File: config.mk
export PLATFORM = sky130hd
export DESIGN_NAME = core_idle_state_resolver
export DESIGN_NICKNAME = d
export VERILOG_FILES = /design/src/shared/cidle_pkg.sv /design/src/rtl/cidle_demote.sv /design/src/rtl/cidle_thread.sv /design/src/rtl/core_idle_state_resolver.sv
export SDC_FILE = /design/constraint.sdc
export NUM_CORES = 1
export LEC_CHECK = 0
export BUFFER_PORTS_ARGS = -buffer_cell sky130_fd_sc_hd__buf_4
export CORE_MARGIN = 2
export CORE_UTILIZATION = 40
export DETAILED_ROUTE_END_ITERATION = 8
export HOLD_SLACK_MARGIN = 0.12
export PLACE_DENSITY = 0.66
export SLEW_MARGIN = 20
export SYNTH_ARGS = -nofsm -noshare
export SYNTH_HDL_FRONTEND = slang
export SYNTH_SLANG_ARGS = --single-unit
File: constraint.sdc
create_clock -name i_mclk -period 14.55 [get_ports i_mclk]
set_input_delay 3.6375 -clock i_mclk [delete_from_list [all_inputs] [get_ports i_mclk]]
set_output_delay 3.6375 -clock i_mclk [all_outputs]
set_load 0.02 [all_outputs]
File: src/shared/cidle_pkg.sv
// Constants, encodings and register map of the core idle state resolver
package cidle_pkg;
	// Idle state encodings, numerically ordered (lower is shallower)
	typedef enum logic [2:0] {
		CST_C0 = 3'b000,
		CST_C1 = 3'b001,
		CST_C1E = 3'b010,
		CST_C6 = 3'b011,
		CST_C8 = 3'b100,
		CST_C10 = 3'b101
	} cstate_e;

	// Memory controller power-down states
	typedef enum logic [1:0] {
		MEM_POWER_UP = 2'b00,
		MEM_PRECHARGE_PD = 2'b01,
		MEM_ACTIVE_PD = 2'b10,
		MEM_SELF_REFRESH = 2'b11
	} mem_pd_e;

	// Register offsets
	localparam logic [3:0] ADDR_CONFIG_CONTROL = 4'h0;
	localparam logic [3:0] ADDR_TRAP_RANGE = 4'h1;
	localparam logic [3:0] ADDR_CORE_STATUS = 4'h2;
	localparam logic [3:0] ADDR_MEM_CONTROL = 4'h3;
	localparam logic [3:0] ADDR_RESIDENCY_CFG = 4'h4;

	// Config control fields
	localparam int CFG_DEMOTE_EN_BIT = 0;
	localparam int CFG_RATE_DEMOTE_EN_BIT = 1;
	localparam int CFG_IO_REDIRECT_EN_BIT = 2;
	localparam int CFG_BREAK_ON_MASKED_BIT = 3;
	localparam logic [31:0] CFG_RESET_VALUE = 32'h0000_000c;

	// Trap range fields: base in [15:0], length (count of levels) in [18:16]
	localparam int TRAP_BASE_LSB = 0;
	localparam int TRAP_LEN_LSB = 16;
	localparam logic [31:0] TRAP_RESET_VALUE = 32'h0003_0000;

	// Residency and interrupt rate thresholds
	localparam int RES_THRESH_LSB = 0;
	localparam int RATE_THRESH_LSB = 16;
	localparam logic [31:0] RES_RESET_VALUE = 32'h0008_0040;

	// Interrupt rate sampling window
	localparam int RATE_WINDOW_US = 4;
	localparam int CLK_MHZ = 125;
	localparam int RATE_WINDOW_CYC = RATE_WINDOW_US * CLK_MHZ;
endpackage

File: src/rtl/cidle_demote.sv
`timescale 1ns/1ps
// Per-core auto-demotion: residency history and interrupt rate tracking
module cidle_demote
	import cidle_pkg::*;
#(
	parameter int CNT_W = 16
) (
	// Clock and reset
	input wire logic i_mclk,
	input wire logic i_rst,
	// Policy
	input wire logic i_demote_en,
	input wire logic i_rate_en,
	input wire logic [CNT_W-1:0] i_res_thresh,
	input wire logic [CNT_W-1:0] i_rate_thresh,
	// Observed activity
	input wire logic i_in_deep,
	input wire logic i_in_idle,
	input wire logic i_intr,
	// Verdict
	output logic o_allow_deep,
	output logic o_rate_high
);
	typedef struct packed {
		logic [CNT_W-1:0] res;
		logic [CNT_W-1:0] win;
		logic [CNT_W-1:0] irq;
		logic rate_high;
		logic history_ok;
	} dem_s;

	localparam logic [CNT_W-1:0] WIN_LAST = CNT_W'(RATE_WINDOW_CYC - 1);

	dem_s st_reg;
	dem_s st_next;

	////////////////////////////////////////////////////////////////////////////
	// Residency counts idle cycles; rate counts interrupts per window
	always_comb begin
		st_next = st_reg;
		if (i_in_idle && st_reg.res != {CNT_W{1'b1}}) begin
			st_next.res = st_reg.res + 1'b1;
		end
		if (st_reg.res >= i_res_thresh) begin
			st_next.history_ok = 1'b1;
		end
		if (i_in_deep && !st_reg.history_ok) begin
			st_next.res = '0;
		end
		if (i_intr && st_reg.irq != {CNT_W{1'b1}}) begin
			st_next.irq = st_reg.irq + 1'b1;
		end
		if (st_reg.win == WIN_LAST) begin
			st_next.win = '0;
			st_next.irq = '0;
			st_next.rate_high = (st_reg.irq >= i_rate_thresh);
		end else begin
			st_next.win = st_reg.win + 1'b1;
		end
		if (!i_demote_en) begin
			st_next.history_ok = 1'b0;
			st_next.res = '0;
		end
	end

	// State register
	always_ff @(posedge i_mclk or posedge i_rst) begin
		if (i_rst) begin
			st_reg <= '0;
		end else begin
			st_reg <= st_next;
		end
	end

	assign o_allow_deep = !i_demote_en || st_reg.history_ok;
	assign o_rate_high = i_demote_en && i_rate_en && st_reg.rate_high;
endmodule // cidle_demote

File: src/rtl/cidle_thread.sv
`timescale 1ns/1ps
// Per-thread idle state tracker with wake handling
module cidle_thread
	import cidle_pkg::*;
(
	// Clock and reset
	input wire logic i_mclk,
	input wire logic i_rst,
	// Requests
	input wire logic i_req,
	input wire cstate_e i_req_state,
	input wire logic i_req_monitor,
	input wire logic i_req_timed,
	input wire logic i_req_break_masked,
	// Wake sources
	input wire logic i_intr,
	input wire logic i_intr_masked,
	input wire logic i_monitor_hit,
	input wire logic i_deadline,
	// State
	output cstate_e o_state,
	output logic o_wake
);
	typedef struct packed {
		cstate_e state;
		logic monitor;
		logic timed;
		logic break_masked;
		logic wake;
	} thr_s;

	thr_s st_reg;
	thr_s st_next;
	logic wake_any;

	////////////////////////////////////////////////////////////////////////////
	// Next state: any wake returns to active first
	always_comb begin
		st_next = st_reg;
		st_next.wake = 1'b0;
		wake_any = (i_intr && (!i_intr_masked || st_reg.break_masked)) ||
			(st_reg.monitor && i_monitor_hit) || (st_reg.timed && i_deadline);
		if (st_reg.state != CST_C0) begin
			if (wake_any) begin
				st_next.state = CST_C0;
				st_next.monitor = 1'b0;
				st_next.timed = 1'b0;
				st_next.break_masked = 1'b0;
				st_next.wake = 1'b1;
			end
		end else if (i_req) begin
			// New idle requests are accepted only from active
			st_next.state = i_req_state;
			st_next.monitor = i_req_monitor;
			st_next.timed = i_req_timed;
			st_next.break_masked = i_req_break_masked;
		end
	end

	// State register
	always_ff @(posedge i_mclk or posedge i_rst) begin
		if (i_rst) begin
			st_reg <= '{state: CST_C0, monitor: 1'b0, timed: 1'b0, break_masked: 1'b0, wake: 1'b0};
		end else begin
			st_reg <= st_next;
		end
	end

	assign o_state = st_reg.state;
	assign o_wake = st_reg.wake;
endmodule // cidle_thread

File: src/rtl/core_idle_state_resolver.sv
`timescale 1ns/1ps
// Core idle state resolver: thread requests to core state, legacy trap, demotion, memory power-down
module core_idle_state_resolver
	import cidle_pkg::*;
#(
	parameter int CORES = 2,
	parameter int THREADS = 2,
	parameter int CNT_W = 16
) (
	// Clock and reset
	input wire logic i_mclk,
	input wire logic i_rst,
	// Register port
	input wire logic [3:0] i_addr,
	input wire logic [31:0] i_wdata,
	input wire logic i_wr,
	input wire logic i_rd,
	output logic [31:0] o_rdata,
	// Wait and halt requests, per thread
	input wire logic [CORES*THREADS-1:0] i_wait_req,
	input wire logic [CORES*THREADS*3-1:0] i_wait_state,
	input wire logic [CORES*THREADS*4-1:0] i_wait_substate,
	input wire logic [CORES*THREADS-1:0] i_wait_monitor,
	input wire logic [CORES*THREADS-1:0] i_wait_timed,
	input wire logic [CORES*THREADS-1:0] i_wait_break_masked,
	// Legacy idle level reads, per thread
	input wire logic [CORES*THREADS-1:0] i_legacy_idle_level_read,
	input wire logic [CORES*THREADS*16-1:0] i_legacy_addr,
	output logic [CORES*THREADS-1:0] o_legacy_trapped,
	output logic [CORES*THREADS-1:0] o_legacy_passthru,
	// Wake sources
	input wire logic [CORES*THREADS-1:0] i_intr_thread,
	input wire logic [CORES*THREADS-1:0] i_intr_masked,
	input wire logic i_intr_pkg,
	input wire logic [CORES*THREADS-1:0] i_monitor_hit,
	input wire logic [CORES*THREADS-1:0] i_deadline,
	// Resolved core state, per-thread states and per-core power actions
	output logic [CORES*3-1:0] o_core_state,
	output logic [CORES*THREADS*3-1:0] o_thread_state,
	output logic [CORES*THREADS*4-1:0] o_thread_substate,
	output logic [CORES-1:0] o_exec_stop,
	output logic [CORES-1:0] o_clk_gate,
	output logic [CORES-1:0] o_min_vf,
	output logic [CORES-1:0] o_cache_flush,
	output logic [CORES-1:0] o_state_save,
	output logic [CORES-1:0] o_volt_reduce,
	// Memory controller
	input wire logic i_mem_banks_open,
	output logic o_mem_cke,
	output logic o_mem_self_refresh
);
	localparam int NT = CORES * THREADS;

	typedef struct packed {
		logic [31:0] cfg;
		logic [31:0] trap;
		logic [31:0] res;
		mem_pd_e mem_mode;
		logic [31:0] rdata;
		logic [CORES*3-1:0] core;
		logic [NT*4-1:0] sub;
		logic [NT-1:0] trapped;
		logic [NT-1:0] passthru;
	} top_s;

	top_s st_reg;
	top_s st_next;

	// Thread request path after legacy conversion
	logic [NT-1:0] req;
	cstate_e req_state [NT];
	logic [NT-1:0] req_mon;
	logic [NT-1:0] req_timed;
	logic [NT-1:0] req_brk;
	logic [NT-1:0] trap_hit;
	cstate_e thr_state [NT];
	logic [NT-1:0] thr_wake;
	logic [NT-1:0] thr_intr;
	logic [CORES-1:0] allow_deep;
	logic [CORES-1:0] rate_high;
	cstate_e core_raw [CORES];

	////////////////////////////////////////////////////////////////////////////
	// Legacy trap decode and request merge
	always_comb begin
		logic [15:0] base;
		logic [15:0] off;
		logic [2:0] len;
		base = st_reg.trap[TRAP_BASE_LSB +: 16];
		len = st_reg.trap[TRAP_LEN_LSB +: 3];
		off = 16'h0;
		for (int t = 0; t < NT; t++) begin
			off = i_legacy_addr[t*16 +: 16] - base;
			trap_hit[t] = i_legacy_idle_level_read[t] && st_reg.cfg[CFG_IO_REDIRECT_EN_BIT] &&
				(i_legacy_addr[t*16 +: 16] >= base) && (off < {13'h0, len});
			req[t] = i_wait_req[t] || trap_hit[t];
			req_mon[t] = i_wait_req[t] && i_wait_monitor[t];
			req_timed[t] = i_wait_req[t] && i_wait_timed[t];
			req_brk[t] = i_wait_req[t] ? i_wait_break_masked[t] : st_reg.cfg[CFG_BREAK_ON_MASKED_BIT];
			if (i_wait_req[t]) begin
				req_state[t] = cstate_e'(i_wait_state[t*3 +: 3]);
			end else if (off == 16'h0) begin
				req_state[t] = CST_C1;
			end else if (off == 16'h1) begin
				req_state[t] = CST_C6;
			end else if (off == 16'h2) begin
				req_state[t] = CST_C8;
			end else begin
				req_state[t] = CST_C10;
			end
			// Out-of-range encodings clamp to the deepest state
			if (req_state[t] > CST_C10) begin
				req_state[t] = CST_C10;
			end
			// Targeted interrupt plus package-wide interrupt
			thr_intr[t] = i_intr_thread[t] || i_intr_pkg;
		end
	end

	////////////////////////////////////////////////////////////////////////////
	// Per-thread trackers
	for (genvar t = 0; t < NT; t++) begin : g_thr
		cidle_thread u_thread (
			.i_mclk(i_mclk),
			.i_rst(i_rst),
			.i_req(req[t]),
			.i_req_state(req_state[t]),
			.i_req_monitor(req_mon[t]),
			.i_req_timed(req_timed[t]),
			.i_req_break_masked(req_brk[t]),
			.i_intr(thr_intr[t]),
			.i_intr_masked(i_intr_masked[t]),
			.i_monitor_hit(i_monitor_hit[t]),
			.i_deadline(i_deadline[t]),
			.o_state(thr_state[t]),
			.o_wake(thr_wake[t])
		);
	end

	////////////////////////////////////////////////////////////////////////////
	// Per-core demotion trackers
	for (genvar c = 0; c < CORES; c++) begin : g_dem
		cidle_demote #(
			.CNT_W(CNT_W)
		) u_demote (
			.i_mclk(i_mclk),
			.i_rst(i_rst),
			.i_demote_en(st_reg.cfg[CFG_DEMOTE_EN_BIT]),
			.i_rate_en(st_reg.cfg[CFG_RATE_DEMOTE_EN_BIT]),
			.i_res_thresh(st_reg.res[RES_THRESH_LSB +: CNT_W]),
			.i_rate_thresh(st_reg.res[RATE_THRESH_LSB +: CNT_W]),
			.i_in_deep(st_reg.core[c*3 +: 3] >= CST_C6),
			.i_in_idle(st_reg.core[c*3 +: 3] != CST_C0),
			.i_intr(|thr_intr[c*THREADS +: THREADS]),
			.o_allow_deep(allow_deep[c]),
			.o_rate_high(rate_high[c])
		);
	end

	////////////////////////////////////////////////////////////////////////////
	// Core resolution: minimum of thread states, then demotion
	always_comb begin
		cstate_e m;
		m = CST_C10;
		for (int c = 0; c < CORES; c++) begin
			m = CST_C10;
			for (int t = 0; t < THREADS; t++) begin
				if (thr_state[c*THREADS+t] < m) begin
					m = thr_state[c*THREADS+t];
				end
			end
			if (m >= CST_C6 && (!allow_deep[c] || rate_high[c])) begin
				m = CST_C1;
			end
			core_raw[c] = m;
		end
	end

	////////////////////////////////////////////////////////////////////////////
	// Registers, core state update and read mux
	always_comb begin
		st_next = st_reg;
		st_next.rdata = 32'h0;
		st_next.trapped = trap_hit;
		st_next.passthru = i_legacy_idle_level_read & ~trap_hit;
		for (int c = 0; c < CORES; c++) begin
			// Idle to idle goes through C0 for one cycle
			if (st_reg.core[c*3 +: 3] != CST_C0 && core_raw[c] != CST_C0 &&
				st_reg.core[c*3 +: 3] != core_raw[c]) begin
				st_next.core[c*3 +: 3] = CST_C0;
			end else begin
				st_next.core[c*3 +: 3] = core_raw[c];
			end
		end
		for (int t = 0; t < NT; t++) begin
			if (trap_hit[t]) begin
				st_next.sub[t*4 +: 4] = 4'h0;
			end else if (i_wait_req[t]) begin
				st_next.sub[t*4 +: 4] = i_wait_substate[t*4 +: 4];
			end
		end
		if (i_wr) begin
			if (i_addr == ADDR_CONFIG_CONTROL) begin
				st_next.cfg = i_wdata;
			end else if (i_addr == ADDR_TRAP_RANGE) begin
				st_next.trap = i_wdata;
			end else if (i_addr == ADDR_MEM_CONTROL) begin
				st_next.mem_mode = mem_pd_e'(i_wdata[1:0]);
			end else if (i_addr == ADDR_RESIDENCY_CFG) begin
				st_next.res = i_wdata;
			end
		end
		if (i_rd) begin
			if (i_addr == ADDR_CONFIG_CONTROL) begin
				st_next.rdata = st_reg.cfg;
			end else if (i_addr == ADDR_TRAP_RANGE) begin
				st_next.rdata = st_reg.trap;
			end else if (i_addr == ADDR_CORE_STATUS) begin
				st_next.rdata = 32'(st_reg.core);
			end else if (i_addr == ADDR_MEM_CONTROL) begin
				st_next.rdata = {29'h0, i_mem_banks_open, st_reg.mem_mode};
			end else if (i_addr == ADDR_RESIDENCY_CFG) begin
				st_next.rdata = st_reg.res;
			end else begin
				st_next.rdata = 32'h0;
			end
		end
	end

	// State register
	always_ff @(posedge i_mclk or posedge i_rst) begin
		if (i_rst) begin
			st_reg.cfg <= CFG_RESET_VALUE;
			st_reg.trap <= TRAP_RESET_VALUE;
			st_reg.res <= RES_RESET_VALUE;
			st_reg.mem_mode <= MEM_POWER_UP;
			st_reg.rdata <= 32'h0;
			st_reg.core <= '0;
			st_reg.sub <= '0;
			st_reg.trapped <= '0;
			st_reg.passthru <= '0;
		end else begin
			st_reg <= st_next;
		end
	end

	////////////////////////////////////////////////////////////////////////////
	// Power actions driven only from resolved core state
	always_comb begin
		for (int c = 0; c < CORES; c++) begin
			o_exec_stop[c] = st_reg.core[c*3 +: 3] != CST_C0;
			o_clk_gate[c] = st_reg.core[c*3 +: 3] != CST_C0;
			o_min_vf[c] = st_reg.core[c*3 +: 3] >= CST_C1E;
			o_cache_flush[c] = st_reg.core[c*3 +: 3] >= CST_C6;
			o_state_save[c] = st_reg.core[c*3 +: 3] >= CST_C6;
			o_volt_reduce[c] = st_reg.core[c*3 +: 3] >= CST_C6;
		end
		for (int t = 0; t < NT; t++) begin
			o_thread_state[t*3 +: 3] = thr_state[t];
		end
	end

	// Memory controller clock enable and self-refresh
	always_comb begin
		o_mem_cke = 1'b1;
		o_mem_self_refresh = 1'b0;
		if (st_reg.mem_mode == MEM_SELF_REFRESH) begin
			o_mem_cke = 1'b0;
			o_mem_self_refresh = 1'b1;
		end else if (st_reg.mem_mode == MEM_ACTIVE_PD && i_mem_banks_open) begin
			o_mem_cke = 1'b0;
		end else if (st_reg.mem_mode == MEM_PRECHARGE_PD && !i_mem_banks_open) begin
			o_mem_cke = 1'b0;
		end
	end

	// Package C2 and C3 have no request encoding at all
	assign o_core_state = st_reg.core;
	assign o_thread_substate = st_reg.sub;
	assign o_legacy_trapped = st_reg.trapped;
	assign o_legacy_passthru = st_reg.passthru;
	assign o_rdata = st_reg.rdata;
endmodule // core_idle_state_resolver

=== Yosys cells after proc, flatten, opt, wreduce, memory -nomap -nowiden ===
Index checks and enable logic that the tools add are counted.

* Equal/unequal tests: 31
* Mux-type cells: 78
* $add $sub $neg: 10
* Multiply operators: 0
* Divide/modulo/power cells: 0
* Order comparisons: 26
* Reduce and logical (&&, ||, !) cells: 116
* Bitwise logic cells: 5
* Shift operators: 0

{| class="wikitable"
|+ Operator list
! operator !! count
|-
| 32-bit two-way mux || 6
|-
| 16-bit two-way mux || 10
|-
| 16-bit >= comparator || 8
|-
| 16-bit by 1-bit adder with 16-bit output, second input constant || 6
|-
| 3-bit two-way mux || 24
|-
| 16-bit by 1-bit == test with 1-bit output, second input constant || 4
|-
| 16-bit by 2-bit == test with 1-bit output, second input constant || 4
|-
| 16-bit logical NOT || 4
|-
| 16-bit by 3-bit < comparator with 1-bit output || 4
|-
| 16-bit != test, second input constant || 4
|-
| 16-bit subtractor || 4
|-
| 1-bit logical AND || 49
|-
| 6-bit two-way mux || 8
|-
| 17-bit two-way mux || 2
|-
| 16-bit by 9-bit == test with 1-bit output, second input constant || 2
|-
| 4-bit two-way mux || 8
|-
| 7-bit two-way mux || 4
|-
| 1-bit logical OR || 24
|-
| 3-bit nonzero test || 8
|-
| 2-bit nonzero test || 10
|-
| 3-bit by 2-bit >= comparator with 1-bit output, second input constant || 6
|-
| 1-bit two-way mux || 16
|-
| 3-bit > comparator, second input constant || 4
|-
| 2-bit by 1-bit != test with 1-bit output, second input constant || 6
|-
| 19 further kinds || 41
|}

* RAM bits: 0
* Register bits: 284
* Memory bits (read-only): 0
* Memories: 0
* Output and inout port bits: 88
* Word-level logic and storage cells: 304
* Bits in latches: 0
* Input port bits: 170

=== Longest topological paths before layout ===
Gate-level depths: netlist (run 1).

* Depth after elaboration: 11
* Depth in mapped cells: 14

=== Modules after synthesis ===
A second synthesis (run 1) with hierarchy kept.

* Cells, all modules: 2,064
* Area total of the unflattened synthesis: 19,819.0 µm²

{| class="wikitable"
|+ By module, submodules not included
! module !! area each (µm²) !! cells an instance !! instances
|-
| core_idle_state_resolver || 11,671.2 || 1,208 || 1
|-
| cidle_demote || 3,378.2 || 364 || 2
|-
| cidle_thread || 347.8 || 32 || 4
|}

=== Worst setup path before layout (run 1) ===
Ideal clock, no wire load.

* Path type: input -> output
* From: input port i_mem_banks_open
* To: output port o_mem_cke
* Arrival: 4.043 ns
* Slack: 6.870 ns
* Stages on the path: 1
* Data required time: 10.912 ns
* Path through: mux2i_1

* Cells in the longest elaborated chain, start to end: 5
* Elaborated cells on any way between the ends: 6
* Classes of those cells: mux (3); reduce/logical (3)

{| class="wikitable"
|+ RTL lines
! element !! line !! text
|-
| start, declared || core_idle_state_resolver.sv:48 || <nowiki>input wire logic i_mem_banks_open,</nowiki>
|-
| 1-bit logical NOT || core_idle_state_resolver.sv:272 || <nowiki>end else if (st_reg.mem_mode == MEM_PRECHARGE_PD && !i_mem_banks_open) begin</nowiki>
|-
| 1-bit logical AND || core_idle_state_resolver.sv:272 ||
|-
| 1-bit two-way mux || core_idle_state_resolver.sv:272 ||
|-
| 1-bit two-way mux * || core_idle_state_resolver.sv:270 || <nowiki>end else if (st_reg.mem_mode == MEM_ACTIVE_PD && i_mem_banks_open) begin</nowiki>
|-
| 1-bit two-way mux * || core_idle_state_resolver.sv:267 || <nowiki>if (st_reg.mem_mode == MEM_SELF_REFRESH) begin</nowiki>
|-
| end, declared || core_idle_state_resolver.sv:49 || <nowiki>output logic o_mem_cke,</nowiki>
|}

Every way passes the cells marked *; elsewhere a longest branch is shown, timed or not.

=== Final worst setup path (run 1) ===
Ends and elaborated chain as after synthesis.

==> results of run 1 <==
-- per-stage QoR --
stage | cell area [µm²] | total power [mW]
final | 21900 | 3.20
after global routing | 21900 | 3.41
after detailed placement | 20700 | 2.31
after floorplan | 18800 | 1.96
after CTS | 21800 | 3.21
after global placement | 20700 | 2.28
-- metal layers --
| layer | wire length (µm) | vias up | global-route usage [%] |
|---|---|---|---|
| met5 | 0 | - | 0 |
| met4 | 1840 | 0 | 8.11 |
| met3 | 3980 | 85 | 4.44 |
| met2 | 26000 | 517 | 37.3 |
| met1 | 24100 | 7724 | 30.0 |
| li1 | - | 7425 | - |
-- power breakdown --
part / switching [mW] / internal (mW) / leakage, nW
sequential: 0.153 / 0.923 / 3.66
clock: 0.341 / 0.540 / 0.566
combinational: 0.729 / 0.519 / 5.95
-- cell families after synthesis --
group                      Yosys count  synth area share (%)
AOI/OAI and AO/OA                  437                  15.9
xor gates and xnor gates            95                  4.44
adders and majority gates          150                  10.2
buffers and inverters              243                  6.61
DFF                                284                  37.9
muxes                              140                  8.15
and+or+nand+nor                    619                  16.8
-- area by class of cell --
class | instances | area [µm²]
antenna | 5 | 12.5
inverter | 101 | 392
fill | 4353 | 24600
sequential | 284 | 7110
tap | 607 | 759
clock inverter | 16 | 259
timing repair buffer | 266 | 2000
multi-input combinational | 1441 | 10400
clock buffer | 42 | 897
-- cells in the mapped netlist (7+ instances only) --
library cell  instances
a21oi_1             105
a222oi_1             30
or3_1                29
inv_1               101
nand4_1              36
o22ai_1               9
o211ai_1             14
a31oi_1              16
nor2b_1              54
nor4_1               15
and2_1                8
a221oi_1             11
o21a_1               13
mux2i_1              38
dfrtp_1             278
nor3_1               41
clkbuf_1             45
xnor2_1              33
nor2_1              161
or2_2                11
and4_1               10
or4_1                 7
xor2_1               62
a21o_1               35
o21ai_0              87
nand2_1             116
mux2_2              102
a32o_1               15
buf_1                 9
nand2b_1             27
o31ai_1              10
nand3_1              57
a21boi_0              7
ha_1                146
buf_4                84
a211oi_1             18
and3_1               25
-- layout by cell type (no fill, tap or decap), drive strengths merged, types with 62 or more instances in the layout --
master	Yosys	final
a21oi	106	106
xor2	62	62
buf	97	266
inv	101	103
ha	146	146
mux2	102	102
nand2	116	116
dfrtp	278	278
o21ai	91	91
nor2	161	161
-- path summary, 6_finish.rpt --
kind,start,endpoint,slack [ns],depth (start not counted)
max in group asynchronous,i_rst,o_rdata[19]$_DFF_PP0_,9.88,3
setup / recovery,i_mem_banks_open,o_mem_cke,6.84,3
setup reg to reg,st_reg[96]$_DFFE_PP0P_,g_thr[2].u_thread.st_reg[3]$_DFFE_PP0P_,10.04,12
min in group asynchronous,i_rst,o_rdata[29]$_DFF_PP0_,3.19,2
hold / removal,g_dem[0].u_demote.st_reg[33]$_DFF_PP0_,g_dem[0].u_demote.st_reg[33]$_DFF_PP0_,0.48,1
hold reg to reg,g_dem[0].u_demote.st_reg[33]$_DFF_PP0_,g_dem[0].u_demote.st_reg[33]$_DFF_PP0_,0.48,1
==> results.cfg, run 1 <==
[clock_tree]
cts_root_buffer = clkbuf_16
cts_setup_buffers = 0
clock_path_buffers = 3
cts_tree = done
clk-insertion-delay-late_ns = 0.58
cts_resized = 0
cts_buffers = 31
numClockSinks = 284
path_clk_slew_ns = 0.06
cts-hold-fix-buffers = 0
htreeDepth = 1

[synth]
ys_warn_count = 0
synth.area.top_cells = dfrtp_1 37%, ha_1 9.7%, mux2_2 6.1%, buf_4 3.4%, nor2_1 3.2%
yosysTopAreaCell = dfrtp_1
synth_top_area_share_pct = 37.1
synth.cell_area_mm2 = 0.0188
ys_seq_elements = 284
syn_avg_cell_area_um2 = 9.53
synth_nets = 2288
synth_cells = 1968
ys_types = 76
synth_edf_count = 0
synth_ff_type = dfrtp_1
synthArstFlopShare_pct = 100
yosysSeqAreaShare_pct = 37.9

[critical_path]
worst-setup-path-type = input port to primary output
setup.worst_path.start_class = input port
crit_required_ns = 10.91
cp_max_fo = 2
crit_top_cell = buf_4
cpLargestDelayFamily = buffers and inverters
worstPathArrival_ns = 4.07
critPathBufInv = 2
endpoint_kind = primary output
slowest_stage = mux2i_1
worstPathCellList = buf_4, mux2i_1, buf_4
critical_path.max_stage_delay_ns = 0.18

[grt]
antenna_found_initial = 5
grt_usage_pct = 22.8
grt_overflow_total = 0
grt_pass1_wl_um = 86300
grt_max_degree = 153
grt_pass1_vias = 15600

[drt]
drt_iter0_markers = 1152
via_per_inst = 5.70
routedWlPerCell_um = 20.2
drcViolationCount = 0
num_vias = 15800
ant_nets = 0
drt-total-wl_um = 55900
first_pass_iters = 8

[min_path]
hp-class = register to register

[sta]
rsz0062_at_grt = false
timing.final.ws_setup_ns = 6.84
whs_ns = 0.478
setup_viol_count_final = 0
max_slew_margin_pct = 35.2
min_period_over_period_pct = 53.0
setup-tns-final_ns = 0
fin_skew_ns = 0.0110
hold_viol = 0
slew_violations = 0
fmaxAchievable_mhz = 130
worst_pin_slew_ns = 0.971
period_needed_ns = 7.71

[placed_design]
placed_cells = 2699
dp_slack_ns = 6.82
port_buffers = 257
dpl.hpwl_um = 41800
gp_congestion = 0.911

[finish]
largest_register_ffs = 100
drive_above_1_share_pct = 21.3
nNetsFinal = 2445
finalNonFillerCells = 2762
area_growth_pct = 16.6
utilization_pct = 47.1

[floorplanning]
rows = 79
die-area_mm2 = 0.0486
core_mm2 = 0.0465
die_w_um = 221
die_y_um = 221
initial_utilization_pct = 40.4
ios = 258

[flow_run]
cap_violations = 0

[outcome]
status = complete, no violations

[pwr]
ir_drop_uv = 115
leakage_nw = 10.2
cellPowerDensity_mw_per_mm2 = 147
(Power assumes the default switching activity.)
==> run 2, diff against run 1 <==
==> constraint.sdc (replaced) <==
create_clock -name i_mclk -period 7.7 [get_ports i_mclk]
set_input_delay 1.925 -clock i_mclk [delete_from_list [all_inputs] [get_ports i_mclk]]
set_output_delay 1.925 -clock i_mclk [all_outputs]
set_load 0.02 [all_outputs]
==> run 2 against run 1 <==
  * Global-route usage is 0.053 points lower
  * Sequential share of layout area is 0.17 points higher
  * Hold slack worse by 0.011 ns
  * Total power is 84% higher
  * Design area is 0.53% lower
  * Clock power is 71% higher
  * Sequential power is 88% higher
  * First-iteration DRC count is 13% higher
  * Clock skew is 0.0018 ns higher
  * Die area stayed put
==> results.cfg, run 2 (synthesis results as in run 1) <==
[drt]
ant_nets = 0
first_pass_iters = 5
via_per_inst = 5.68
num_vias = 15700
drcViolationCount = 0
routedWlPerCell_um = 20.0
drt-total-wl_um = 55300
drt_iter0_markers = 1307

[clock_tree]
htreeDepth = 2
numClockSinks = 284
cts_root_buffer = clkbuf_16
cts_buffers = 34
cts-hold-fix-buffers = 0
cts_resized = 0
clk-insertion-delay-late_ns = 0.54
cts_tree = done
cts_setup_buffers = 0
clock_path_buffers = 3
path_clk_slew_ns = 0.05

[sta]
timing.final.ws_setup_ns = 2.56
setup-tns-final_ns = 0
fin_skew_ns = 0.0129
fmaxAchievable_mhz = 194
hold_viol = 0
rsz0062_at_grt = false
whs_ns = 0.467
worst_pin_slew_ns = 1.03
min_period_over_period_pct = 66.8
period_needed_ns = 5.14
slew_violations = 0
max_slew_margin_pct = 31.3
setup_viol_count_final = 0

[floorplanning]
rows = 79
initial_utilization_pct = 40.4
die-area_mm2 = 0.0486
die_y_um = 221
core_mm2 = 0.0465
die_w_um = 221
ios = 258

[finish]
largest_register_ffs = 100
nNetsFinal = 2449
finalNonFillerCells = 2763
drive_above_1_share_pct = 21.1
mostFrequentLayoutCells = 278 x dfrtp_1, 266 x buf_4, 161 x nor2_1
final_common_cell = dfrtp_1
area_growth_pct = 16.0

[critical_path]
worstReg2RegEnd = g_thr[2].u_thread.st_reg[3]$_DFFE_PP0P_
crit_required_ns = 8.13
slowest_stage = or4b_1
worst_r2r_path_depth = 12
worstPathArrival_ns = 5.57
r2r_start = st_reg[96]$_DFFE_PP0P_
worst-setup-path-type = input port to register
worstPathCellList = buf_4, inv_1, ha_1, inv_1, fa_1, a211oi_2, nor2_1, and4_4, or4_1, or4b_1, nor4_2, and3_1, o31ai_2, a32o_1
r2r_slack_ns = 3.25
cp_max_fo = 8
endpoint_kind = register
critical_path.max_stage_delay_ns = 0.58
setup.worst_path.start_class = input port
crit_top_cell = inv_1

[pwr]
power_mw = 5.89
cellPowerDensity_mw_per_mm2 = 271
p_clk_share_pct = 25.6
internal-power_mw = 3.61
p_seq_share_pct = 34.5
leakage_nw = 10.1
pwr-share-comb_pct = 39.9
netSwitchingPower_mw = 2.28
ir_drop_uv = 200
p_sw_share_pct = 38.7

[placed_design]
dp_slack_ns = 2.02
port_buffers = 257
dpl.hpwl_um = 41100
gp_congestion = 0.895
placed_cells = 2700

[grt]
antenna_found_initial = 5
grt_pass1_vias = 15400
grt_max_degree = 165
grt_usage_pct = 22.7
grt_overflow_total = 0
grt_pass1_wl_um = 86200

[min_path]
hp-class = register to register
hold_end = g_dem[1].u_demote.st_reg[33]$_DFF_PP0_
hold_start = g_dem[1].u_demote.st_reg[33]$_DFF_PP0_
whs_path_depth = 1

[outcome]
status = complete, no violations

[flow_run]
cap_violations = 0
-- run 2: cell count changes in the layout (fill, tap and decap cells not counted) --
cell	change
clkinv_4	-4
buf_12	+1
clkbuf_8	-3
bufinv_16	-6
clkinv_8	-1
inv_6	-2
clkinv_2	+7
clkbuf_16	+4
clkbuf_1	+6
diode_2	-1
-- run 2: worst max-delay path: cells and delay by family --
| family | cells | cell delay (ns) |
|---|---|---|
| AOI/OAI and AO/OA | 3 | 0.68 |
| adders and majority gates | 2 | 0.57 |
| buffers and inverters | 3 | 0.21 |
| and+or+nand+nor | 6 | 2.20 |
-- run 2: how the worst max path moves through the flow --
| stage | startpoint | to | slack (ns) | cells after the start |
|---|---|---|---|---|
| 2_1_floorplan | i_rst | g_dem[0].u_demote.st_reg[0]$_DFFE_PP0P_ | 2.02 | 1 |
| 3_3_place_gp | i_legacy_addr[32] | g_thr[2].u_thread.st_reg[2]$_DFFE_PP0P_ | 2.11 | 14 |
| 3_5_place_dp | i_legacy_addr[32] | g_thr[2].u_thread.st_reg[3]$_DFFE_PP0P_ | 2.02 | 14 |
| 4_1_cts | i_legacy_addr[32] | g_thr[2].u_thread.st_reg[3]$_DFFE_PP0P_ | 2.59 | 14 |
| 5_1_grt | i_legacy_addr[48] | g_thr[3].u_thread.st_reg[1]$_DFFE_PP0P_ | 2.30 | 14 |
| 6_report | i_legacy_addr[32] | g_thr[2].u_thread.st_reg[3]$_DFFE_PP0P_ | 2.56 | 14 |
-- run 2: power groups by stage --
stage	logic, mW	registers, mW	clock network [mW]
detailed placement	2.32	2.05	0
CTS	2.33	2.02	1.55
floorplan	1.78	1.93	0
global route	2.62	2.07	1.61
finish	2.35	2.03	1.51
global placement	2.27	2.03	0
-- run 2: cell type report --
cell class / instances / area (µm²)
clock inverter: 10 / 53.8
sequential: 284 / 7110
inverter: 101 / 383
multi-input combinational: 1441 / 10400
clock buffer: 49 / 978
fill: 4406 / 24700
timing repair buffer: 267 / 2020
antenna: 4 / 10.0
tap: 607 / 759
-- run 2: through the flow --
| step | area (µm²) | util, % |
|---|---|---|
| 2_1_floorplan | 18800 | - |
| 3_3_place_gp | 20700 | 44.6 |
| 3_5_place_dp | 20700 | 44.6 |
| 4_1_cts | 21700 | 46.8 |
| 5_1_grt | 21700 | 46.8 |
| 6_report | 21700 | 46.8 |
-- run 2: layer usage --
metal  vias up  share of wire, %  GRT usage [%]
met5         -             0.060              0
li1       7431                 -              -
met1      7706                44           30.6
met3        86               6.8           4.59
met2       462                47           37.4
met4         4               2.2           5.98
